[src/pkg/adcsq_pkg.sv]
package adcsq_pkg;
    // register byte offsets on the apb side
    localparam logic [7:0] OFS_MODE      = 8'h00; // converter_mode_reg_zero
    localparam logic [7:0] OFS_CHSEL     = 8'h04; // channel_select_reg
    localparam logic [7:0] OFS_PFMODE    = 8'h08; // powerfail_mode_reg
    localparam logic [7:0] OFS_PFTHR     = 8'h0C; // powerfail_threshold_reg
    localparam logic [7:0] OFS_STATUS    = 8'h10; // sticky interrupt status
    localparam logic [7:0] OFS_MASK      = 8'h14; // interrupt mask
    localparam logic [7:0] OFS_RESULT0   = 8'h40; // channel_result_reg 0..11
    localparam int         NUM_CH        = 12;    // result registers 0 to 11
    localparam int         RES_W         = 10;    // conversion width
    // mode register field positions
    localparam int         POS_CE        = 7;     // conversion_enable_bit
    localparam int         POS_BUSY      = 6;     // conversion in progress (read only)
    localparam int         POS_MD        = 4;     // op_mode_field low bit
    // powerfail mode register field positions
    localparam int         POS_PFE       = 7;     // powerfail_compare_enable
    localparam int         POS_PFC       = 6;     // powerfail_condition_select
    // reset values
    localparam logic [31:0] RST_ZERO     = 32'h0000_0000;
    // op modes
    localparam logic [1:0] MD_CONT_SEL   = 2'h0;
    localparam logic [1:0] MD_CONT_SCAN  = 2'h1;
    localparam logic [1:0] MD_ONE_SEL    = 2'h2;
    localparam logic [1:0] MD_ONE_SCAN   = 2'h3;

    // request to the converter core and its answer
    typedef struct packed {
        logic       start;    // one-cycle start pulse
        logic [3:0] channel;  // analog input to sample
    } adcsq_req_type;
    typedef struct packed {
        logic             done;   // one-cycle completion pulse
        logic [RES_W-1:0] data;   // conversion result
    } adcsq_rsp_type;
endpackage

[src/logic/adcsq_sequencer.sv]
// Notes on behaviour
// - continuous scan: channel 0 up to selected
// - scan stores each result per channel
// - scan end: interrupt, restart unless disabled
// - twelve result registers, one per channel
// - one-shot select: convert once, interrupt, stop
// - one-shot scan: 0 to selected, halt
// - compare off: interrupt every completed pass (scan: last channel only)
// - condition zero: interrupt if high byte >= threshold
// - condition one: interrupt if high byte < threshold
// - select compare: always store, gate interrupt
// - compare continuous select repeats while enabled
// - compare scan: only channel zero decides
// - compare continuous scan restarts while enabled
// - compare one-shot select stops after one
// - compare one-shot scan stops after sequence
// - enable cleared: stop converting
// - enable set starts selected conversions
// - two-bit mode field picks mode
`timescale 1ns/1ps
module adcsq_sequencer
    import adcsq_pkg::*;
(
    input  wire logic          ref_clk,  // 10 mhz clock
    input  wire logic          srst,     // synchronous reset, active high
    input  wire logic          psel,     // apb select
    input  wire logic          penable,  // apb access phase
    input  wire logic          pwrite,   // apb direction
    input  wire logic [7:0]    paddr,    // apb byte address
    input  wire logic [31:0]   pwdata,   // apb write data
    output logic      [31:0]   prdata,   // apb read data
    output logic               pready,   // apb ready
    output logic               pslverr,  // apb error
    output adcsq_req_type      convReq,  // start request to the core
    input  wire adcsq_rsp_type convRsp,  // completion from the core
    output logic               irq       // level interrupt
);
    // states of the sequencer
    typedef enum logic [2:0] {
        ST_IDLE = 3'b001,  // not converting
        ST_KICK = 3'b010,  // issue start pulse
        ST_WAIT = 3'b100   // wait for the core
    } adcsq_state_type;

    adcsq_state_type   state_r;                  // sequencer state
    logic              ceBit_r;                  // conversion enable
    logic [1:0]        opMode_r;                 // mode field
    logic [3:0]        chSel_r;                  // channel select
    logic              pfEnable_r;               // compare enable
    logic              pfCond_r;                 // compare condition
    logic [7:0]        pfThr_r;                  // compare threshold
    logic              status_r;                 // sticky conversion end flag
    logic              mask_r;                   // interrupt mask, 1 enables
    logic [3:0]        curCh_r;                  // channel under conversion
    logic [RES_W-1:0]  result_r [NUM_CH];        // per-channel results
    logic [7:0]        cr0High_r;                // channel zero high byte this pass
    logic              wrEn;                     // apb write strobe
    logic              rdEn;                     // apb access strobe
    logic              cfgWr;                    // write to a configuration register
    logic              isScan;                   // scan type mode
    logic              lastCh;                   // current channel ends the pass
    logic              passDone;                 // completion that ends the pass
    logic              cmpOk;                    // compare passes
    logic              convEnd;                  // conversion-end event
    logic [7:0]        cmpByte;                  // byte entering compare

    // zero-wait apb: every access completes in its access cycle
    assign pready  = 1'b1;
    assign wrEn    = psel && penable && pwrite;
    assign rdEn    = psel && penable;
    assign cfgWr   = wrEn && (paddr == OFS_MODE || paddr == OFS_CHSEL ||
                              paddr == OFS_PFMODE || paddr == OFS_PFTHR);

    // unmapped or misaligned address answers with an error
    function automatic logic addrMapped(input logic [7:0] a);
        logic hit;
        hit = (a[1:0] == 2'b00) && ((a <= OFS_MASK) ||
              (a >= OFS_RESULT0 && a < OFS_RESULT0 + 8'(4 * NUM_CH)));
        return hit;
    endfunction
    assign pslverr = rdEn && !addrMapped(paddr);

    // configuration registers written by software
    always_ff @(posedge ref_clk) begin
        if (srst) begin
            ceBit_r    <= 1'b0;
            opMode_r   <= MD_CONT_SEL;
            chSel_r    <= 4'h0;
            pfEnable_r <= 1'b0;
            pfCond_r   <= 1'b0;
            pfThr_r    <= 8'h00;
            mask_r     <= 1'b0;
        end else begin
            if (wrEn && paddr == OFS_MODE) begin
                ceBit_r  <= pwdata[POS_CE];
                opMode_r <= pwdata[POS_MD +: 2];
            end else if (state_r == ST_WAIT && convRsp.done && passDone &&
                         (opMode_r == MD_ONE_SEL || opMode_r == MD_ONE_SCAN)) begin
                ceBit_r <= 1'b0; // one-shot drops enable when done
            end
            // channels above eleven are clamped to eleven so the select always names an existing result register
            if (wrEn && paddr == OFS_CHSEL) begin
                chSel_r <= (pwdata[3:0] > 4'(NUM_CH - 1)) ? 4'(NUM_CH - 1) : pwdata[3:0];
            end
            if (wrEn && paddr == OFS_PFMODE) begin
                pfEnable_r <= pwdata[POS_PFE];
                pfCond_r   <= pwdata[POS_PFC];
            end
            if (wrEn && paddr == OFS_PFTHR) begin
                pfThr_r <= pwdata[7:0];
            end
            if (wrEn && paddr == OFS_MASK) begin
                mask_r <= pwdata[0];
            end
        end
    end

    // pass bookkeeping
    assign isScan   = (opMode_r == MD_CONT_SCAN) || (opMode_r == MD_ONE_SCAN);
    assign lastCh   = !isScan || (curCh_r == chSel_r);
    assign passDone = lastCh;

    // compare byte: in scan modes only channel zero decides
    always_comb begin
        if (isScan && curCh_r != 4'h0) begin
            cmpByte = cr0High_r;
        end else begin
            cmpByte = convRsp.data[RES_W-1 -: 8];
        end
    end

    // power-fail compare
    always_comb begin
        if (!pfEnable_r) begin
            cmpOk = 1'b1;
        end else if (!pfCond_r) begin
            cmpOk = (cmpByte >= pfThr_r);
        end else begin
            cmpOk = (cmpByte < pfThr_r);
        end
    end

    // event: completion at pass end with compare passing
    assign convEnd = (state_r == ST_WAIT) && convRsp.done && passDone && cmpOk;

    // sequencer state machine; config writes abort and restart
    always_ff @(posedge ref_clk) begin
        if (srst) begin
            state_r <= ST_IDLE;
            curCh_r <= 4'h0;
        end else begin
            case (state_r)
                ST_IDLE: begin
                    if (ceBit_r) begin
                        state_r <= ST_KICK;
                        curCh_r <= isScan ? 4'h0 : chSel_r;
                    end
                end
                ST_KICK: begin
                    if (!ceBit_r) begin
                        state_r <= ST_IDLE;
                    end else begin
                        state_r <= ST_WAIT;
                    end
                end
                ST_WAIT: begin
                    if (!ceBit_r || cfgWr) begin
                        state_r <= ST_IDLE;
                    end else if (convRsp.done) begin
                        if (!passDone) begin
                            curCh_r <= curCh_r + 4'h1;
                            state_r <= ST_KICK;
                        end else if (opMode_r == MD_ONE_SEL || opMode_r == MD_ONE_SCAN) begin
                            state_r <= ST_IDLE;
                        end else begin
                            // restart at channel zero or same channel
                            curCh_r <= isScan ? 4'h0 : chSel_r;
                            state_r <= ST_KICK;
                        end
                    end
                end
                default: begin
                    state_r <= ST_IDLE;
                end
            endcase
        end
    end

    // start pulse to the core
    assign convReq.start   = (state_r == ST_KICK) && ceBit_r;
    assign convReq.channel = curCh_r;

    // result storage, one register per channel; always stored
    generate
        for (genvar g = 0; g < NUM_CH; g++) begin : gRes
            always_ff @(posedge ref_clk) begin
                if (srst) begin
                    result_r[g] <= '0;
                end else if (state_r == ST_WAIT && convRsp.done && curCh_r == 4'(g)) begin
                    result_r[g] <= convRsp.data;
                end
            end
        end
    endgenerate

    // channel zero high byte held for the rest of a scan pass
    always_ff @(posedge ref_clk) begin
        if (srst) begin
            cr0High_r <= 8'h00;
        end else if (state_r == ST_WAIT && convRsp.done && curCh_r == 4'h0) begin
            cr0High_r <= convRsp.data[RES_W-1 -: 8];
        end
    end

    // sticky status, write one to clear; a new event beats the clear
    always_ff @(posedge ref_clk) begin
        if (srst) begin
            status_r <= 1'b0;
        end else if (convEnd) begin
            status_r <= 1'b1;
        end else if (wrEn && paddr == OFS_STATUS && pwdata[0]) begin
            status_r <= 1'b0;
        end
    end

    assign irq = status_r && mask_r;

    // read mux
    always_comb begin
        prdata = RST_ZERO;
        if (rdEn && !pwrite) begin
            case (paddr)
                OFS_MODE: begin
                    prdata[POS_CE]      = ceBit_r;
                    prdata[POS_BUSY]    = (state_r != ST_IDLE);
                    prdata[POS_MD +: 2] = opMode_r;
                end
                OFS_CHSEL:  prdata[3:0] = chSel_r;
                OFS_PFMODE: begin
                    prdata[POS_PFE] = pfEnable_r;
                    prdata[POS_PFC] = pfCond_r;
                end
                OFS_PFTHR:  prdata[7:0] = pfThr_r;
                OFS_STATUS: prdata[0]   = status_r;
                OFS_MASK:   prdata[0]   = mask_r;
                default: begin
                    for (int i = 0; i < NUM_CH; i++) begin
                        if (paddr == OFS_RESULT0 + 8'(4 * i)) begin
                            prdata[RES_W-1:0] = result_r[i];
                        end
                    end
                end
            endcase
        end
    end

    // checks
    a_oneshot_halts: assert property (@(posedge ref_clk) disable iff (srst)
        (state_r == ST_WAIT && convRsp.done && passDone && ceBit_r && !cfgWr &&
         opMode_r == MD_ONE_SEL) |=> state_r == ST_IDLE && !ceBit_r)
        else $error("one-shot did not halt");
    a_scan_restart: assert property (@(posedge ref_clk) disable iff (srst)
        (state_r == ST_WAIT && convRsp.done && passDone && ceBit_r && !cfgWr &&
         opMode_r == MD_CONT_SCAN) |=> curCh_r == 4'h0 && state_r == ST_KICK)
        else $error("scan did not restart at zero");
    a_scan_advance: assert property (@(posedge ref_clk) disable iff (srst)
        (state_r == ST_WAIT && convRsp.done && !passDone && ceBit_r && !cfgWr)
        |=> curCh_r == $past(curCh_r) + 4'h1)
        else $error("scan did not advance");
    a_store_result: assert property (@(posedge ref_clk) disable iff (srst)
        (state_r == ST_WAIT && convRsp.done) |=> result_r[$past(curCh_r)] == $past(convRsp.data))
        else $error("result not stored");
    a_nocmp_irq: assert property (@(posedge ref_clk) disable iff (srst)
        (state_r == ST_WAIT && convRsp.done && passDone && !pfEnable_r) |=> status_r)
        else $error("event missed without compare");
    a_ge_gate: assert property (@(posedge ref_clk) disable iff (srst)
        (state_r == ST_WAIT && convRsp.done && passDone && !isScan && pfEnable_r &&
         !pfCond_r && convRsp.data[9:2] < pfThr_r && !status_r) |=> !status_r)
        else $error("event raised below threshold");
    a_lt_gate: assert property (@(posedge ref_clk) disable iff (srst)
        (state_r == ST_WAIT && convRsp.done && passDone && !isScan && pfEnable_r &&
         pfCond_r && convRsp.data[9:2] < pfThr_r) |=> status_r)
        else $error("event missed below threshold");
    a_disable_stop: assert property (@(posedge ref_clk) disable iff (srst)
        !ceBit_r |=> !convReq.start)
        else $error("start while disabled");
    a_irq_level: assert property (@(posedge ref_clk) disable iff (srst)
        irq == (status_r && mask_r))
        else $error("irq mismatch");

    // continuous select keeps converting the same channel while enabled
    a_sel_repeat: assert property (@(posedge ref_clk) disable iff (srst)
        (state_r == ST_WAIT && convRsp.done && passDone && ceBit_r && !cfgWr &&
         opMode_r == MD_CONT_SEL) |=> state_r == ST_KICK && curCh_r == $past(chSel_r))
        else $error("continuous select did not repeat");

    // one-shot scan halts after the last selected channel
    a_scan_halts: assert property (@(posedge ref_clk) disable iff (srst)
        (state_r == ST_WAIT && convRsp.done && passDone && ceBit_r && !cfgWr &&
         opMode_r == MD_ONE_SCAN) |=> state_r == ST_IDLE && !ceBit_r)
        else $error("one-shot scan did not halt");

    // channel zero high byte is the top eight bits of its result
    a_zero_byte: assert property (@(posedge ref_clk) disable iff (srst)
        (state_r == ST_WAIT && convRsp.done && curCh_r == 4'h0)
        |=> cr0High_r == $past(convRsp.data[RES_W-1 -: 8]))
        else $error("channel zero byte not captured");

    // select value never names a result register that does not exist
    a_sel_clamp: assert property (@(posedge ref_clk) disable iff (srst)
        chSel_r <= 4'(NUM_CH - 1))
        else $error("channel select out of range");

    // a clear without a coinciding event empties the flag
    a_status_clr: assert property (@(posedge ref_clk) disable iff (srst)
        (wrEn && paddr == OFS_STATUS && pwdata[0] && !convEnd) |=> !status_r)
        else $error("status not cleared");

    // a configuration write during a conversion aborts it
    a_cfg_abort: assert property (@(posedge ref_clk) disable iff (srst)
        (state_r == ST_WAIT && cfgWr) |=> state_r == ST_IDLE)
        else $error("conversion not aborted");

    c_oneshot_scan: cover property (@(posedge ref_clk) disable iff (srst)
        opMode_r == MD_ONE_SCAN && convEnd);
    c_cont_sel: cover property (@(posedge ref_clk) disable iff (srst)
        opMode_r == MD_CONT_SEL && convEnd && pfEnable_r);
    c_scan_pass: cover property (@(posedge ref_clk) disable iff (srst)
        opMode_r == MD_CONT_SCAN && convEnd);
    c_oneshot_sel: cover property (@(posedge ref_clk) disable iff (srst)
        opMode_r == MD_ONE_SEL && convEnd);
    c_pf_block: cover property (@(posedge ref_clk) disable iff (srst)
        state_r == ST_WAIT && convRsp.done && passDone && !cmpOk);
endmodule

[config.mk]
export PLATFORM = sky130hd
export DESIGN_NAME = adcsq_sequencer
export DESIGN_NICKNAME = d
export VERILOG_FILES = /design/src/pkg/adcsq_pkg.sv /design/src/logic/adcsq_sequencer.sv
export SDC_FILE = /design/constraint.sdc
export NUM_CORES = 1
export LEC_CHECK = 0
export BUFFER_PORTS_ARGS = -buffer_cell sky130_fd_sc_hd__buf_4
export CAP_MARGIN = 15
export CORE_ASPECT_RATIO = 0.7
export CORE_MARGIN = 3
export CORE_UTILIZATION = 30
export CTS_CLUSTER_DIAMETER = 100
export DETAILED_ROUTE_END_ITERATION = 8
export PLACE_DENSITY = 0.48
export SETUP_SLACK_MARGIN = 0.4
export SYNTH_ARGS = -nofsm -noshare
export SYNTH_HDL_FRONTEND = slang
export SYNTH_SLANG_ARGS = --single-unit
[constraint.sdc]
create_clock -name ref_clk -period 2.8 [get_ports ref_clk]
set_clock_uncertainty 0.1 [all_clocks]
set_input_delay 0.14 -clock ref_clk [delete_from_list [all_inputs] [get_ports ref_clk]]
set_output_delay 0.14 -clock ref_clk [all_outputs]
set_load 0.03 [all_outputs]
==> flow_summary_export.csv, run 1 <==
group,metric,value,unit
critical_path,worstPathArrival,2.76,ns
finish,diodes,0,
critical_path,crit_type,"flip-flop to flip-flop",
yosys,synth-edff-count,120,
finish,most-common-layout-cells,"128 x and2_1, 120 x edfxtp_1, 99 x buf_4, 46 x nor2_1, 40 x a21oi_1",
power_and_ir_drop,powerDensity,515,nW/um^2
die,die_h,148,um
yosys,ys_ff_latch,154,
sta,slew_headroom,54.4,%
yosys,synth_xor_area_share,0.507,%
sta,final-setup-viol-count,0,
grt,overflow,0,
yosys,syn-instance-count,794,
critical_path,path_depth,11,
yosys,synth_warnings,0,
power_and_ir_drop,leakage,3.76,nW
yosys,syn_area,8630,sq um
finish,area_growth,20.8,%
placement,portBuffers,48,
clocking,cts_max_path_buffers,2,
detailed_routing,via_per_inst,5.27,
finish,fin_area,10400,sq um
die,die_w,209,um
placement,dpl-instance-area,9470,sq um
yosys,synth_compound_area_share,15.3,%
hold_path,whs_path_depth,2,
clocking,numCtsBuffers,17,
hold_path,hp-class,"primary input to flip-flop",
placement,gp_congestion,0.871,
yosys,synth-main-ff-cell,"edfxtp_1",
finish,final_common_cell,"and2_1",
critical_path,slowest_stage,"dfxtp_4",
clocking,clock-sinks,154,
power_and_ir_drop,peakVddDrop,0.372,mV
die,pin_count,96,
die,rows,51,
detailed_routing,wire_per_inst,23.1,um
sta,fin_crit,2.51,ns
clocking,htree_levels,4,
critical_path,critPathMaxStageDelay,0.35,ns
sta,final_max_slew_viol_count,0,
finish,drive_above_1_share,23.0,%
outcome,status,"finished clean",
finish,fin_nets,948,
detailed_routing,vias,6654,
grt,grt_max_degree,29,
yosys,synthMuxAreaShare,5.93,%
critical_path,reg2regPathDepth,11,
yosys,synth_top_family_by_area,"simple AND/OR/NAND/NOR gates",
yosys,synthAdderAreaFrac,1.74,%
grt,antenna_found_initial,1,
die,core,28100,sq um
detailed_routing,dr.pass1.iters,7,
flow_run,cap_violations,0,
sta,finalCritPeriodShare,89.7,%
sta,fin_tns_setup,0,ns
sta,hold_viol,0,
detailed_routing,ant_nets,0,
die,die_area,30900,sq um
critical_path,path_delay_family,"multiplexers",
detailed_routing,drc,0,
yosys,yosysSeqAreaShare,49.6,%
critical_path,crit_path_cell_trace,"inv_4 > ha_4 > nand2_4 > nand2_8 > mux2_4 > ha_4 > and4_4 > o2111ai_2 > o211ai_1 > mux2_4 > o31ai_1",
clocking,insertion_delay,0.43,ns
clocking,clk_root_buffer_cell,"clkbuf_16",
placement,hpwlAfterDp,21.3,mm
sta,fmax,0.398,GHz
grt,globalRouteTotalUtil,18.9,%
clocking,cts_tree,"done",
yosys,avgSynthCellArea,10.9,sq um
die,start_util,30.7,%
critical_path,end_kind,"flip-flop",
detailed_routing,wirelength,29.2,mm
grt,grt_pass1_vias,6302,
critical_path,critPathRequiredTime,3.05,ns
yosys,synthArstFlopShare,0,%
sta,rsz0062_at_grt,"yes",
sta,worst_pin_slew,0.678,ns
yosys,synth.distinct_cells,85,
finish,fillers,2795,
clocking,path_clk_slew,0.07,ns
detailed_routing,drt_iter0_drc,624,
critical_path,path_max_fanout,8,
yosys,synthSimpleGateAreaFrac,20.7,%
critical_path,cp.buffers_inverters,1,
critical_path,startpoint_type,"flip-flop",
grt,grt_pass1_wl,42.9,mm
## cell type report
cell class                      count  area [sq um]  area share [%]
Inverter                           19          76.3           0.732
Timing Repair Buffer              119           946            9.07
Clock buffer                       18           429            4.12
Tap cell                          371           464            4.45
Sequential cell                   154          4300            41.3
Multi-Input combinational cell    569          4080            39.1
Clock inverter                     13           128            1.22
## cells by family (layout without fill, tap and decap cells)
logic type	count (synthesis)	after routing
fa+ha+maj	12	12
xor+xnor	5	5
compound gates	190	190
other cells	2	23
flops	154	154
mux	46	46
simple gates	293	293
buf+inv	92	169
## what timing repair did
item	CTS	global route
cloned	0	0
setup buffers	5	2
endpoints found under the setup margin	8	27
hold buffers	18	0
resized for setup	11	20
endpoints found under the hold margin	25	0
pin swaps	8	9
## stage by stage
| step | cells | worst slack (ns) | power, mW | hold slack, ns | utilization (%) |
|---|---|---|---|---|---|
| after detailed placement | 1207 | 0.237 | 3.09 | 0.300 | 33.7 |
| after global placement | 1207 | 0.225 | 3.10 | 0.293 | 33.7 |
| after floorplan | 815 | 0.312 | 2.92 | 0.166 | - |
| after CTS | 1261 | 0.323 | 5.39 | 0.00632 | 36.7 |
| after global routing | 1263 | 0.228 | 5.53 | 0.0255 | 37.1 |
| final | 1263 | 0.290 | 5.37 | 0.0256 | 37.1 |
## layer usage
layer	track usage, %	share of wire, %	vias up
met3	5.22	9.4	21
li1	-	-	3051
met2	24.0	38	266
met5	0	0	-
met4	3.91	1.1	0
met1	30.9	51	3316
## where the power goes
| group | switching, mW | internal, mW |
|---|---|---|
| combinational | 0.337 | 0.165 |
| sequential | 0.0389 | 2.54 |
| clock | 0.990 | 1.30 |
## path summary, 6_finish.rpt
kind,from,endpoint,slack (ns)
hold / removal,convRsp[9],cr0High_r[7],0.03
setup / recovery,curCh_r[0],status_r,0.29
hold reg to reg,cr0High_r[6],cr0High_r[6],0.39
setup reg to reg,curCh_r[0],status_r,0.29
## registers in the layout, indices dropped and copies added, names as in the netlist, 2 cells and up
name and flops:
chSel_r 4, opMode_r 2, pfThr_r 8, cr0High_r 8
curCh_r 4, state_r 3, result_r 120
## synthesized netlist by cell type (all sizes together) (6+ instances only)
cell type,number,area share [%]
dfxtp,34,7.9
o21ai,37,2.1
a22oi,12,1.0
a21oi,42,2.5
nand2,38,1.8
nor3,7,0.41
inv,19,0.83
clkbuf,19,0.83
edfxtp,120,42
nand2b,9,0.65
nor2,58,3.3
a211oi,10,0.87
ha,12,1.7
mux2i,32,3.7
and2,128,9.3
a22o,9,0.91
a221oi,7,0.71
buf,54,4.5
mux2,11,1.4
o22ai,11,0.80
a31oi,10,0.97
nor2b,6,0.43
nand3,8,0.46
Note: power is estimated with default switching activity, not from simulation.
==> inputs of run 2 (changes only) <==
Settings changed: ABC_AREA from default to 1.
==> flow_summary_export.csv, run 2 <==
group,metric,value,unit
outcome,status,"finished clean",
sta,final-setup-viol-count,0,
clocking,htree_levels,4,
yosys,yosysSeqAreaShare,55.0,%
yosys,yosys.area.top_type,"edfxtp_1",
placement,dpl-instance-area,8520,sq um
flow_run,cap_violations,0,
detailed_routing,wire_per_inst,18.1,um
critical_path,timing.critical_path.mode_cell,"nand2_1",
die,rows,48,
critical_path,crit_type,"flip-flop to flip-flop",
clocking,path_clk_slew,0.07,ns
finish,most-common-layout-cells,"174 x nor2_1, 147 x nand2_1, 120 x edfxtp_1, 94 x inv_1, 78 x buf_4",
yosys,synthAdderAreaFrac,1.93,%
detailed_routing,wirelength,23.7,mm
clocking,cts_tree,"done",
critical_path,r2r_setup_slack,0.50,ns
finish,top_register,"result_r",
sta,finalCritPeriodShare,82.1,%
die,die_w,199,um
sta,fmax,0.435,GHz
yosys,avgSynthCellArea,8.77,sq um
yosys,synth_area_leaders,"edfxtp_1 46%, nor2_1 8.8%, dfxtp_1 8.7%",
finish,area_growth,20.8,%
die,pin_count,96,
detailed_routing,via_per_inst,4.72,
yosys,synthTopCellsByCount,"182 x nor2_1, 152 x nand2_1, 120 x edfxtp_1",
detailed_routing,ant_nets,0,
yosys,syn_area,7790,sq um
critical_path,worstPathArrival,2.50,ns
placement,portBuffers,48,
yosys,synthSimpleGateAreaFrac,25.8,%
power_and_ir_drop,powerDensity,562,nW/um^2
hold_path,hp-class,"primary input to flip-flop",
critical_path,crit_path_cell_trace,"inv_2 > ha_4 > nand2_8 > nand2_8 > nand2_1 > o21ai_1 > ha_1 > a21oi_2 > nor2_1 > a211oi_2 > nand2_1 > o21ai_1 > nand3_1 > nand2_1 > a21oi_1",
grt,overflow,0,
finish,diodes,0,
sta,fin_crit,2.30,ns
yosys,ys_ff_latch,154,
sta,slew_headroom,54.0,%
finish,reg.largest.list,"result_r: 120 flops, cr0High_r: 8 flops, pfThr_r: 8 flops",
placement,hpwlAfterDp,17.1,mm
yosys,synth_top_family_by_area,"simple AND/OR/NAND/NOR gates",
yosys,synth-main-ff-cell,"edfxtp_1",
finish,fin_area,9410,sq um
finish,drive_above_1_share,18.4,%
finish,fin_nets,1045,
grt,globalRouteTotalUtil,17.2,%
sta,final_max_slew_viol_count,0,
clocking,clk_root_buffer_cell,"clkbuf_16",
placement,place_ws,0.125,ns
finish,final_common_cell,"nor2_1",
detailed_routing,vias,6202,
sta,worst_pin_slew,0.690,ns
sta,fin_ws,0.502,ns
sta,fin_tns_setup,0,ns
critical_path,critPathMaxStageDelay,0.39,ns
yosys,synth.distinct_cells,38,
grt,antenna_found_initial,0,
power_and_ir_drop,total_power,5.29,mW
die,die_area,28000,sq um
yosys,synth_warnings,0,
yosys,synth_xor_area_share,0.450,%
grt,grt_pass1_vias,5809,
detailed_routing,dr.pass1.iters,5,
placement,place_inst,1255,
clocking,cts_max_path_buffers,2,
yosys,synthMuxAreaShare,0,%
finish,final_cells,1315,
detailed_routing,drt_iter0_drc,565,
sta,hold_viol,0,
critical_path,path_max_fanout,8,
critical_path,startpoint_type,"flip-flop",
critical_path,end_kind,"flip-flop",
yosys,synth-edff-count,120,
die,die_h,141,um
grt,grt_pass1_wl,35.9,mm
power_and_ir_drop,peakVddDrop,0.429,mV
yosys,syn-instance-count,889,
finish,final_util,37.5,%
power_and_ir_drop,leakage,3.77,nW
die,start_util,31.0,%
grt,grt_max_degree,42,
clocking,insertion_delay,0.43,ns
die,core,25100,sq um
yosys,synthArstFlopShare,0,%
clocking,numCtsBuffers,17,
critical_path,slowest_stage,"dfxtp_4",
detailed_routing,drc,0,
yosys,synth_compound_area_share,8.08,%
sta,whs,0.0796,ns
placement,gp_congestion,0.872,
critical_path,critPathRequiredTime,3.00,ns
sta,rsz0062_at_grt,"yes",
clocking,clock-sinks,154,
finish,largest_reg_flops,120,
yosys,synth_top_cell_area_share,46.2,%
yosys,synth_most_common_cell,"nor2_1",
run 2: cell count changes in the layout (fill, tap and decap cells not counted), moves of 21 or more:
cell     before  now
and2_1      128    0
buf_4        99   78
inv_1        17   94
mux2i_1      31    0
nand2_1      33  147
nand3_1       8   46
nor2_1       46  174
run 2: final timing paths:
| kind | cells after the start | endpoint | startpoint |
|---|---|---|---|
| max | 15 | status_r | curCh_r[0] |
| min | 5 | opMode_r[1] | paddr[0] |
| max reg2reg | 15 | status_r | curCh_r[0] |
| min reg2reg | 2 | cr0High_r[0] | cr0High_r[0] |
run 2: repair_timing:
action	CTS	global route
gates resized for setup	12	24
cloned	1	1
buffers inserted	3	11
pin swaps	3	7
hold endpoints to repair	22	0
hold buffers	12	0
endpoints found under the setup margin	11	43
run 2: final cells by class:
cell class | count | area (sq um)
fill | 2560 | 15700
tap | 325 | 407
inverter | 108 | 405
timing repair buffer | 91 | 717
multi-input combinational | 605 | 3040
sequential | 154 | 4290
clock buffer | 19 | 454
clock inverter | 13 | 95.1
run 2: critical path, delay by kind of cell (launching register included):
family	cells	cell delay, ns
compound gates	5	0.56
simple gates	7	0.55
fa+ha+maj	2	0.48
flops	1	0.39
buf+inv	1	0.07
run 2: metal layers:
metal  GRT usage (%)  share of wire (%)  up-vias
met3            4.32                7.3       14
met1            28.0                 53     2926
met2            22.7                 39      185
met5               0                  0        -
met4            3.44               0.58        0
li1                -                  -     3077
run 2: cell families after synthesis:
logic type | Yosys count
AND/OR/NAND/NOR | 448
flip-flops | 154
buffers and inverters | 153
AO/OA/AOI/OAI | 116
adder cells (fa/ha/maj) | 12
XOR/XNOR | 4
other | 2
run 2: power by group:
group          total [mW]  switching, mW  internal, mW
Combinational       0.537          0.372         0.164
Clock                2.19          0.995          1.19
Sequential           2.56         0.0389          2.53
==> inputs of run 3 (changes only) <==
Settings changed: PLACE_DENSITY 0.48 to 0.47.
Clock period 2.8 ns to 2.2 ns, I/O delays scaled along.
==> flow_summary_export.csv, run 3 (synthesized netlist as in run 2, its figures left out) <==
group,metric,value,unit
power_and_ir_drop,combPwrFrac,12.8,%
detailed_routing,ant_nets,0,
critical_path,critPathRequiredTime,1.99,ns
grt,grt_pass1_vias,6224,
detailed_routing,dr.pass1.iters,7,
clocking,clk_root_buffer_cell,"clkbuf_16",
hold_path,hp-class,"primary input to flip-flop",
sta,finalCritPeriodShare,101,%
placement,gp_congestion,0.855,
grt,grt_max_degree,30,
finish,drive_above_1_share,34.1,%
finish,largest_reg_flops,120,
clocking,cts_max_path_buffers,2,
power_and_ir_drop,swShare,25.9,%
die,die_area,28000,sq um
power_and_ir_drop,peakVddDrop,0.532,mV
sta,final-setup-viol-count,2,
power_and_ir_drop,p_sw,1.81,mW
detailed_routing,drc,0,
power_and_ir_drop,p_clk_share,40.5,%
critical_path,startpoint_type,"flip-flop",
grt,globalRouteTotalUtil,18.3,%
finish,most-common-layout-cells,"145 x nor2_1, 129 x nand2_1, 120 x edfxtp_1, 98 x buf_4, 81 x inv_1",
detailed_routing,drt_iter0_drc,570,
grt,grt_util_met3,3.34,%
die,core,25100,sq um
grt,overflow,0,
placement,portBuffers,48,
detailed_routing,wire_per_inst,18.8,um
finish,reg.largest.list,"result_r: 120 flops, cr0High_r: 8 flops, pfThr_r: 8 flops",
sta,final_max_slew_viol_count,0,
power_and_ir_drop,leakage,4.34,nW
finish,fillers,2458,
finish,area_growth,39.1,%
sta,whs,0.0821,ns
power_and_ir_drop,sequentialPowerShare,46.6,%
grt,busiest_layer,"met1",
sta,hold_viol,0,
power_and_ir_drop,total_power,6.98,mW
clocking,insertion_delay,0.43,ns
clocking,clock-sinks,154,
power_and_ir_drop,powerDensity,644,nW/um^2
die,start_util,31.0,%
finish,diodes,0,
sta,worst_pin_slew,0.711,ns
die,rows,48,
grt,antenna_found_initial,0,
die,die_h,141,um
clocking,htree_levels,4,
sta,fmax,0.450,GHz
critical_path,worstPathArrival,2.01,ns
clocking,numCtsBuffers,17,
detailed_routing,via_per_inst,4.79,
sta,rsz0062_at_grt,"yes",
outcome,status,"complete, but fails checks",
die,pin_count,96,
grt,grtUsageMet2,24.4,%
outcome,violations,"setup timing",
die,die_w,199,um
sta,fin_ws,-0.0237,ns
grt,met1_usage,30.3,%
power_and_ir_drop,intPower,5.17,mW
flow_run,cap_violations,0,
finish,final_common_cell,"nor2_1",
placement,hpwlAfterDp,18.3,mm
clocking,path_clk_slew,0.06,ns
sta,fin_crit,2.22,ns
critical_path,path_max_fanout,1,
finish,fin_nets,1118,
clocking,cts_tree,"done",
detailed_routing,vias,6642,
sta,slew_headroom,52.6,%
critical_path,end_kind,"output pin",
finish,top_register,"result_r",
critical_path,crit_type,"flip-flop to output pin",
detailed_routing,wirelength,26.1,mm
grt,grt_pass1_wl,37.9,mm
[run 3: worst max-delay path, cell delays in order, from the launching register on]
cell and delay, ns:
edfxtp_1 0.39, nand3_2 0.09, nand2_2 0.06, a21oi_2 0.13, nand4_1 0.14, nor2_1 0.14
buf_4 0.15, nand4_1 0.11, nor2_1 0.15, nor2_2 0.07, buf_6 0.14
[run 3: cell type report]
| class | instances | area (sq um) | share of cell area [%] |
|---|---|---|---|
| inverter | 108 | 427 | 3.94 |
| clock buffer | 25 | 518 | 4.78 |
| timing repair buffer | 164 | 1610 | 14.8 |
| sequential | 154 | 4300 | 39.7 |
| multi-input combinational | 605 | 3540 | 32.7 |
| tap | 325 | 407 | 3.75 |
| clock inverter | 7 | 37.5 | 0.346 |
[run 3: path summary, 6_finish.rpt]
kind	cells after the start	slack (ns)	end	from
setup / recovery	10	-0.02	prdata[8]	result_r[0][18]
hold / removal	4	0.08	cr0High_r[5]	convRsp[7]
setup reg to reg	16	-0.02	status_r	curCh_r[0]
hold reg to reg	2	0.37	cr0High_r[0]	cr0High_r[0]
[run 3: repair_timing]
item | 4_1_cts | 5_1_grt
hold buffers | 11 | 0
resized for setup | 85 | 127
setup buffers | 8 | 9
pin swaps | 36 | 38
endpoints found under the setup margin | 170 | 219
hold endpoints to repair | 22 | 0
gates cloned | 2 | 11
[run 3: through the flow]
step           util [%]  TNS (ns)  area, sq um  setup WS (ns)  std cells
2_1_floorplan         -   -0.0557         7990        -0.0557        910
3_3_place_gp       36.6    -0.432         9190         -0.112       1315
3_5_place_dp       36.6    -0.338         9190         -0.135       1315
4_1_cts            40.8   -0.0263        10200        -0.0263       1368
5_1_grt            43.2    -0.479        10800         -0.209       1388
6_report           43.2   -0.0437        10800        -0.0237       1388
[run 3: layer usage]
layer	wire length, um	vias up
li1	-	3239
met1	14100	3225
met2	10400	160
met3	1380	18
met4	188	0
met5	0	-
[run 3: power groups by stage]
stage               registers (mW)  logic, mW  clock network, mW
detailed placement            3.31      0.733                  0
CTS                           3.25      0.805               2.85
global placement              3.31      0.735                  0
global route                  3.26      0.966               2.97
finish                        3.25      0.894               2.83
floorplan                     3.34      0.404                  0
